`config.mk`:
```
export PLATFORM = sky130hd
export DESIGN_NAME = vrs_ctrl_top
export DESIGN_NICKNAME = d
export VERILOG_FILES = /design/src/vrs_pkg.sv /design/src/vrs_link_if.sv /design/src/vrs_ctrl_top.sv /design/src/vrs_spi_shift.sv
export SDC_FILE = /design/constraint.sdc
export NUM_CORES = 1
export LEC_CHECK = 0
export BUFFER_PORTS_ARGS = -buffer_cell sky130_fd_sc_hd__buf_4
export CAP_MARGIN = 0
export CORE_MARGIN = 2
export CORE_UTILIZATION = 55
export DETAILED_ROUTE_END_ITERATION = 8
export GPL_TIMING_DRIVEN = 0
export PLACE_DENSITY = 0.82
export SYNTH_ARGS = -nofsm -noshare
export SYNTH_HDL_FRONTEND = slang
export SYNTH_SLANG_ARGS = --single-unit
```
`constraint.sdc`:
```
create_clock -name mclk -period 2.3 [get_ports mclk]
set_input_delay 0.23 -clock mclk [delete_from_list [all_inputs] [get_ports mclk]]
set_output_delay 0.23 -clock mclk [all_outputs]
set_load 0.02 [all_outputs]
```
`src/vrs_pkg.sv`:
```
// Package of constants and types for the voice recorder serial control port
// Overview of operation
// - Four selectable sample rates set duration
// - Slower rate narrows filter pass band
// - Any of 1200 rows is addressable
// - Slave only on four-wire serial bus
// - Registers reached only through serial port
// - Active-low interrupt plus read-only status
// - Capture on rising, shift out falling
// - Select low selects; high ignores bus
// - Control register governs overall power
// - Each stage has its own power-down
// - Data set early, words LSB first
// - Data output driven only while selected
// - Interrupt held low until next transaction; the code clears it only when a full 24-bit frame ends
package vrs_pkg;
   ////////////////////////////////////////////////////////////////////////
   // Frame layout, least significant bit first on the wire
   localparam int           FRAME_BITS   = 24;
   localparam int           CNT_W        = 5;
   localparam logic [4:0]   FRAME_LEN    = 5'h18;
   localparam logic [4:0]   CNT_MAX      = 5'h1F;
   localparam int           ADDR_LSB     = 0;
   localparam int           ADDR_MSB     = 2;
   localparam int           WR_BIT       = 3;
   localparam int           DATA_LSB     = 8;
   localparam int           DATA_MSB     = 23;
   ////////////////////////////////////////////////////////////////////////
   // Register indices
   localparam logic [2:0]   REG_CFG      = 3'h0;
   localparam logic [2:0]   REG_ROW      = 3'h1;
   localparam logic [2:0]   REG_STATUS   = 3'h2;
   // Configuration fields
   localparam int           CFG_W        = 11;
   localparam int           CFG_RATE_LSB = 0;
   localparam int           CFG_PD_LSB   = 2;
   localparam int           CFG_PD_ALL   = 10;
   localparam int           PD_W         = 8;
   localparam logic [10:0]  CFG_RESET    = 11'h000;
   // Row address
   localparam int           ROW_W        = 11;
   localparam logic [10:0]  ROW_COUNT    = 11'h4B0;
   localparam logic [10:0]  ROW_RESET    = 11'h000;
   ////////////////////////////////////////////////////////////////////////
   // Sample rate codes; filter pass band tracks the same code
   typedef enum logic [1:0] {
      VRS_RATE_8K0 = 2'h0,
      VRS_RATE_6K4 = 2'h1,
      VRS_RATE_5K3 = 2'h2,
      VRS_RATE_4K0 = 2'h3
   } vrs_rate_t;
   // Durations in minutes
   localparam logic [3:0]   DUR_8K0      = 4'h4;
   localparam logic [3:0]   DUR_6K4      = 4'h5;
   localparam logic [3:0]   DUR_5K3      = 4'h6;
   localparam logic [3:0]   DUR_4K0      = 4'h8;
   ////////////////////////////////////////////////////////////////////////
   // State of the serial shifter
   typedef struct packed {
      logic [1:0]       sclkSync;
      logic [1:0]       mosiSync;
      logic [1:0]       ssnSync;
      logic             sclkDly;
      logic             ssnDly;
      logic [4:0]       bitCnt;
      logic [23:0]      rxShift;
      logic [23:0]      txShift;
      logic             start;
      logic             done;
      logic             ok;
   } vrs_shift_t;
   // State of the control core
   typedef struct packed {
      logic             intOut;
      logic             intOe;
      logic             misoOut;
      logic             misoOe;
      logic             ovfFlag;
      logic             eomFlag;
      logic             rowErr;
      logic [10:0]      cfg;
      logic [10:0]      row;
      logic [2:0]       readSel;
      logic [7:0]       pwrDown;
      vrs_rate_t        rate;
      logic [3:0]       durMin;
   } vrs_core_t;
endpackage : vrs_pkg

```
`src/vrs_link_if.sv`:
```
// Interface between the serial shifter and the control core
`timescale 1ns/1ps
`default_nettype none
interface vrs_link_if;
   logic          frameStart;
   logic          frameDone;
   logic          frameOk;
   logic          selected;
   logic          txBit;
   logic [23:0]   rxWord;
   logic [23:0]   txWord;
   modport shifter (
      output frameStart,
      output frameDone,
      output frameOk,
      output selected,
      output txBit,
      output rxWord,
      input  txWord
   );
   modport core (
      input  frameStart,
      input  frameDone,
      input  frameOk,
      input  selected,
      input  txBit,
      input  rxWord,
      output txWord
   );
endinterface : vrs_link_if
`default_nettype wire

```
`src/vrs_ctrl_top.sv`:
```
// Control core: internal registers, interrupt and power controls
`timescale 1ns/1ps
`default_nettype none
module vrs_ctrl_top (
   input  wire logic          mclk,
   input  wire logic          rstn,
   input  wire logic          ce,
   input  wire logic          sclk,
   input  wire logic          mosi,
   input  wire logic          ssN,
   input  wire logic          ovfEvent,
   input  wire logic          eomEvent,
   output var  logic          misoOut,
   output var  logic          misoOe,
   output var  logic          intOutN,
   output var  logic          intOe,
   output var  logic [1:0]    rateSel,
   output var  logic [1:0]    bandSel,
   output var  logic [3:0]    durationMin,
   output var  logic [10:0]   rowAddr,
   output var  logic [7:0]    stagePwrDown
);
   import vrs_pkg::*;

   vrs_link_if link ();
   vrs_core_t  st_reg;
   vrs_core_t  st_next;
   logic [2:0] wrAddr;
   logic       wrCmd;
   logic [15:0] wrData;
   logic       frameEnd;
   logic [15:0] statusWord;

   ////////////////////////////////////////////////////////////////////////
   // Duration in minutes for a rate code
   function automatic logic [3:0] durationOf(input vrs_rate_t r);
      logic [3:0] d;
      d = DUR_8K0;
      unique case (r)
         VRS_RATE_8K0: d = DUR_8K0;
         VRS_RATE_6K4: d = DUR_6K4;
         VRS_RATE_5K3: d = DUR_5K3;
         VRS_RATE_4K0: d = DUR_4K0;
      endcase
      return d;
   endfunction : durationOf

   // Read value of a register index
   function automatic logic [15:0] readReg(input logic [2:0] a,
                                           input vrs_core_t s);
      logic [15:0] v;
      v = 16'h0000;
      unique case (a)
         REG_CFG:    v = {5'h00, s.cfg};
         REG_ROW:    v = {5'h00, s.row};
         REG_STATUS: v = {10'h000, s.rate, s.rowErr, s.intOe,
                          s.eomFlag, s.ovfFlag};
         default:    v = 16'h0000;
      endcase
      return v;
   endfunction : readReg

   ////////////////////////////////////////////////////////////////////////
   // Serial shifter
   vrs_spi_shift u_shift (
      .mclk (mclk),
      .rstn (rstn),
      .ce   (ce),
      .sclk (sclk),
      .mosi (mosi),
      .ssN  (ssN),
      .link (link.shifter)
   );

   // Outgoing word: selected register above status byte
   assign statusWord  = readReg(REG_STATUS, st_reg);
   assign link.txWord = {readReg(st_reg.readSel, st_reg),
                         statusWord[7:0]};

   // Decoded command fields
   assign wrAddr   = link.rxWord[ADDR_MSB:ADDR_LSB];
   assign wrCmd    = link.rxWord[WR_BIT];
   assign wrData   = link.rxWord[DATA_MSB:DATA_LSB];
   assign frameEnd = link.frameDone & link.frameOk;

   ////////////////////////////////////////////////////////////////////////
   // Next state of the core
   always_comb
   begin
      st_next         = st_reg;
      // Data output follows the shifter only while selected
      st_next.misoOe  = link.selected;
      st_next.misoOut = link.selected ? link.txBit : 1'b0;
      // Commands act only once a complete frame has ended
      if (frameEnd)
      begin
         if (!wrCmd)
            st_next.readSel = wrAddr;
         else if (wrAddr == REG_CFG)
            st_next.cfg = wrData[CFG_W-1:0];
         else if (wrAddr == REG_ROW)
         begin
            if (wrData[ROW_W-1:0] < ROW_COUNT)
            begin
               st_next.row    = wrData[ROW_W-1:0];
               st_next.rowErr = 1'b0;
            end
            else
               st_next.rowErr = 1'b1;
         end
      end
      // Sticky flags: a new event beats the clear from a frame end
      st_next.ovfFlag = (st_reg.ovfFlag & ~frameEnd) | ovfEvent;
      st_next.eomFlag = (st_reg.eomFlag & ~frameEnd) | eomEvent;
      st_next.intOe   = st_next.ovfFlag | st_next.eomFlag;
      st_next.intOut  = 1'b0;
      // Rate, filter band and duration follow the rate field
      st_next.rate    = vrs_rate_t'(st_next.cfg[CFG_RATE_LSB +: 2]);
      st_next.durMin  = durationOf(st_next.rate);
      // Stage power-downs, master bit forces all off
      st_next.pwrDown = st_next.cfg[CFG_PD_LSB +: PD_W]
                        | {PD_W{st_next.cfg[CFG_PD_ALL]}};
   end

   // State register
   always_ff @(posedge mclk or negedge rstn)
   begin
      if (!rstn)
      begin
         st_reg <= '{intOut: 1'b0, intOe: 1'b0, misoOut: 1'b0,
                     misoOe: 1'b0, ovfFlag: 1'b0, eomFlag: 1'b0,
                     rowErr: 1'b0, cfg: CFG_RESET, row: ROW_RESET,
                     readSel: REG_STATUS, pwrDown: 8'h00,
                     rate: VRS_RATE_8K0, durMin: DUR_8K0};
      end
      else if (ce)
      begin
         st_reg <= st_next;
      end
   end

   ////////////////////////////////////////////////////////////////////////
   // Outputs straight from the state register
   assign misoOut      = st_reg.misoOut;
   assign misoOe       = st_reg.misoOe;
   assign intOutN      = st_reg.intOut;
   assign intOe        = st_reg.intOe;
   assign rateSel      = st_reg.rate;
   assign bandSel      = st_reg.rate;
   assign durationMin  = st_reg.durMin;
   assign rowAddr      = st_reg.row;
   assign stagePwrDown = st_reg.pwrDown;
endmodule : vrs_ctrl_top
`default_nettype wire

```
`src/vrs_spi_shift.sv`:
```
// Serial shifter: synchronises the bus pins and moves frame bits
`timescale 1ns/1ps
`default_nettype none
module vrs_spi_shift (
   input  wire logic    mclk,
   input  wire logic    rstn,
   input  wire logic    ce,
   input  wire logic    sclk,
   input  wire logic    mosi,
   input  wire logic    ssN,
   vrs_link_if.shifter  link
);
   import vrs_pkg::*;

   vrs_shift_t st_reg;
   vrs_shift_t st_next;
   logic       sclkRise;
   logic       sclkFall;
   logic       sel;

   ////////////////////////////////////////////////////////////////////////
   // Edge finding on the second synchroniser stages only
   assign sclkRise = st_reg.sclkSync[1] & ~st_reg.sclkDly;
   assign sclkFall = ~st_reg.sclkSync[1] & st_reg.sclkDly;
   assign sel      = ~st_reg.ssnSync[1];

   // Next state of the shifter
   always_comb
   begin
      st_next             = st_reg;
      st_next.sclkSync    = {st_reg.sclkSync[0], sclk};
      st_next.mosiSync    = {st_reg.mosiSync[0], mosi};
      st_next.ssnSync     = {st_reg.ssnSync[0], ssN};
      st_next.sclkDly     = st_reg.sclkSync[1];
      st_next.ssnDly      = st_reg.ssnSync[1];
      st_next.start       = 1'b0;
      st_next.done        = 1'b0;
      st_next.ok          = 1'b0;
      if (sel && st_reg.ssnDly)
      begin
         // Select just fell: load outgoing word, restart count
         st_next.start    = 1'b1;
         st_next.bitCnt   = '0;
         st_next.txShift  = link.txWord;
      end
      else if (sel)
      begin
         if (sclkRise)
         begin
            st_next.rxShift = {st_reg.mosiSync[1], st_reg.rxShift[23:1]};
            if (st_reg.bitCnt != CNT_MAX)
               st_next.bitCnt = st_reg.bitCnt + 5'h01;
         end
         if (sclkFall && st_reg.bitCnt != 5'h00)
            st_next.txShift = {1'b0, st_reg.txShift[23:1]};
      end
      else if (st_reg.ssnSync[1] && !st_reg.ssnDly)
      begin
         // Select rose: frame over
         st_next.done     = 1'b1;
         st_next.ok       = (st_reg.bitCnt == FRAME_LEN);
      end
   end

   // State register
   always_ff @(posedge mclk or negedge rstn)
   begin
      if (!rstn)
      begin
         st_reg <= '{sclkSync: 2'h0, mosiSync: 2'h0, ssnSync: 2'h3,
                     sclkDly: 1'b0, ssnDly: 1'b1, bitCnt: 5'h00,
                     rxShift: 24'h000000, txShift: 24'h000000,
                     start: 1'b0, done: 1'b0, ok: 1'b0};
      end
      else if (ce)
      begin
         st_reg <= st_next;
      end
   end

   // Results toward the core
   assign link.frameStart = st_reg.start;
   assign link.frameDone  = st_reg.done;
   assign link.frameOk    = st_reg.ok;
   assign link.selected   = sel;
   assign link.txBit      = st_reg.txShift[0];
   assign link.rxWord     = st_reg.rxShift;
endmodule : vrs_spi_shift
`default_nettype wire

```
==> impl_metrics.csv <==
group,metric,value,unit
status,outcome,"finished, violations left",
status,violations,"hold timing",
cells_and_area,diodes,0,
synthesis,synth_top_family_by_area,"multiplexers",
critical_path,start_kind,"register",
global_route,first_global_vias,3396,
sta,setup_tns,0,ps
placed_design,gp_congestion,0.856,
floorplan,die_w,97.9,um
placed_design,port_buffers,36,
floorplan,core_area,0.00864,mm2
synthesis,syn_inst,427,
critical_path,crit_type,"register to register",
power_and_ir_drop,p_per_area,740,mW/mm2
critical_path,slowest_delay,1010,ps
sta,clock_skew,12.5,ps
power_and_ir_drop,p_leak,0.00258,uW
floorplan,ioPinCount,39,
synthesis,synth_warnings,0,
routing,vias,3354,
run,drv_cap,0,
critical_path,cp_data_required_time,2580,ps
power_and_ir_drop,ir_drop,0.000625,V
synthesis,synth-main-ff-cell,"dfrtp_1",
global_route,grt_pass1_wl,16.9,mm
synthesis,muxShareOfSynthArea,15.5,%
cts,numCtsBuffers,9,
critical_path,cp_top_family,"compound AO/OA/AOI/OAI gates",
sta,rsz0062_at_grt,"no",
sta,period_share,96.2,%
sta,max_freq,452,MHz
global_route,gr-usage-all-layers,21.9,%
global_route,grt_max_degree,106,
cells_and_area,final_nets,486,
routing,routed_wl,10.0,mm
global_route,grt-ovfl-total,0,
cells_and_area,fin_area,0.00547,mm2
synthesis,synth.top_cell.area_share,51.6,%
placed_design,placed_cell_area,0.00526,mm2
worst_hold_path,hold_path_class,"primary input to asynchronous set/reset pin",
synthesis,synth_most_common_cell,"dfrtp_1",
synthesis,synth_compound_area_share,11.0,%
cts,cts_root_buf,"clkbuf_8",
floorplan,initial_core_util,56.2,%
synthesis,yosysUniqueCellTypes,46,
placed_design,dp_hpwl,7.04,mm
sta,hold_violations,55,
synthesis,ys_top_cells_by_area,"dfrtp_1 (52%), mux2_2 (12%), buf_4 (4.3%), mux2i_1 (3.7%), dfstp_2 (2.7%)",
routing,drcViolationCount,0,
critical_path,cp_max_fo,8,
sta,period_needed,2210,ps
cells_and_area,drive_gt1_share,32.3,%
cts,cts-htree-levels,3,
synthesis,synth_edf_count,0,
routing,wl_per_cell,17.0,um
synthesis,ys_top_cells_by_count,"dfrtp_1 (100), mux2_2 (50), buf_4 (28), nor2_1 (28)",
sta,hold_slack,-20.8,ps
routing,avgViaCountPerCell,5.70,
routing,drt_iter0_drc,118,
critical_path,path_cells,"inv_1 > a2111oi_1 > a22oi_1 > a21oi_1",
routing,dr.pass1.iters,5,
cts,cts-hold-fix-buffers,0,
synthesis,synth-simple-area-share,10.7,%
cts,clock-sinks,105,
sta,setup_viol,0,
cells_and_area,fillers,674,
critical_path,critPathBufInv,1,
sta,worst_pin_slew,1160,ps
routing,ant_nets,0,
global_route,antenna_found_initial,0,
synthesis,yosysTopAreaCell,"dfrtp_1",
cts,cts_tree,"built",
cells_and_area,areaGrowthSynthToFinish,12.8,%
floorplan,die-area,0.00959,mm2
critical_path,crit_path_end_kind,"register",
synthesis,syn-num-nets,438,
floorplan,fp.dieH,97.9,um
synthesis,synth-seq-area-share,54.3,%
cts,clkLatencyLatePin,370,ps
sta,slew_headroom,22.5,%
critical_path,crit_slowest_cell,"a2111oi_1",
cts,clk_path_buf_depth,2,
floorplan,rows,34,
synthesis,async_reset_ff_share,100,%
sta,drv_slew,0,
synthesis,synthXorXnorAreaFrac,0,%
cts,clk_pin_slew_worst_paths,100,ps
synthesis,syn_area_per_cell,11.4,um2
critical_path,arrival,2490,ps
synthesis,synth-seq-cells,105,
synthesis,synth_fa_ha_area_share,0.774,%
synthesis,mappedNetlistArea,0.00485,mm2
cells_and_area,largest_reg_flops,30,
where the power goes:
group / internal, uW / switching, uW
logic: 321 / 382
clock network: 410 / 649
registers: 2120 / 168
total: 2850 / 1200
metrics by stage:
step | hold WS, ps | std cells | setup slack (ps) | total power, uW | util [%]
after global placement | 464 | 571 | -64.3 | 2970 | 60.9
after CTS | 75.2 | 587 | 10.4 | 4070 | 63.0
final | -20.8 | 588 | 88.4 | 4050 | 63.4
after floorplan | -65.6 | 427 | 295 | 2770 | -
after detailed placement | 470 | 571 | -76.3 | 3010 | 60.9
after global routing | 42.2 | 588 | 0.472 | 4260 | 63.4
timing repair:
| action | 4_1_cts | 5_1_grt |
|---|---|---|
| gates resized for setup | 4 | 6 |
| endpoints found under the setup margin | 22 | 45 |
| buffers inserted | 0 | 2 |
| cloned | 0 | 0 |
worst paths after layout:
check | from | to | slack [ps] | depth (start not counted)
min in group mclk | sclk | u_shift.st_next[63] | 90 | 2
max in group asynchronous | rstn | u_shift.st_reg[4] | 1730 | 1
worst max-delay path | u_shift.st_reg[56] | u_shift.st_reg[11] | 90 | 4
worst max register to register | u_shift.st_reg[56] | u_shift.st_reg[11] | 90 | 4
worst min register to register | durationMin[2] | durationMin[2] | 510 | 2
worst min-delay path | rstn | st_reg[36] | -20 | 1
kinds of logic (layout without fill, tap and decap cells):
family,Yosys count,after routing
AND/OR/NAND/NOR,101,101
other,1,1
multiplexers,69,69
buffers and inverters,69,122
flip-flops,105,105
AO/OA/AOI/OAI,79,79
adder cells (fa/ha/maj),3,3
worst register-to-register path: cells and delay by family (launching register included):
| family | cells | cell delay, ps |
|---|---|---|
| AO/OA/AOI/OAI | 3 | 1400 |
| buffers and inverters | 1 | 160 |
| flip-flops | 1 | 580 |
per-layer routing:
metal | track usage [%] | vias up | share of wire (%)
met5 | 0 | - | 0
li1 | - | 1583 | -
met2 | 35.1 | 91 | 49
met4 | 5.24 | 0 | 1.2
met1 | 31.0 | 1668 | 45
met3 | 4.51 | 12 | 4.7
layout by cell type, fill, tap and decap left out, types with 3 or more instances in the layout:
cell / count
nand2_1: 21
clkbuf_1: 13
nand3_1: 23
a22oi_1: 6
nor2b_1: 4
a21oi_1: 23
mux2_2: 50
buf_2: 5
mux2i_1: 18
nor2_1: 28
nand3b_1: 8
a21o_1: 7
inv_1: 19
o2111ai_1: 8
clkbuf_8: 9
a22o_1: 3
clkinv_4: 3
dfrtp_1: 100
buf_4: 65
a21bo_2: 4
o21ai_0: 15
ha_1: 3
o2bb2ai_1: 4
dfstp_2: 5
cell type report:
class | count | area [um2] | area share, %
well taps | 108 | 135 | 2.47
clock buffers | 10 | 128 | 2.33
plain buffers | 49 | 304 | 5.56
flip-flops and latches | 105 | 2630 | 48.1
multi-input cells | 253 | 1860 | 34.0
repair buffers | 38 | 289 | 5.28
inverters | 19 | 71.3 | 1.30
clock inverters | 6 | 51.3 | 0.937
Power figures use the tool's default switching activity.
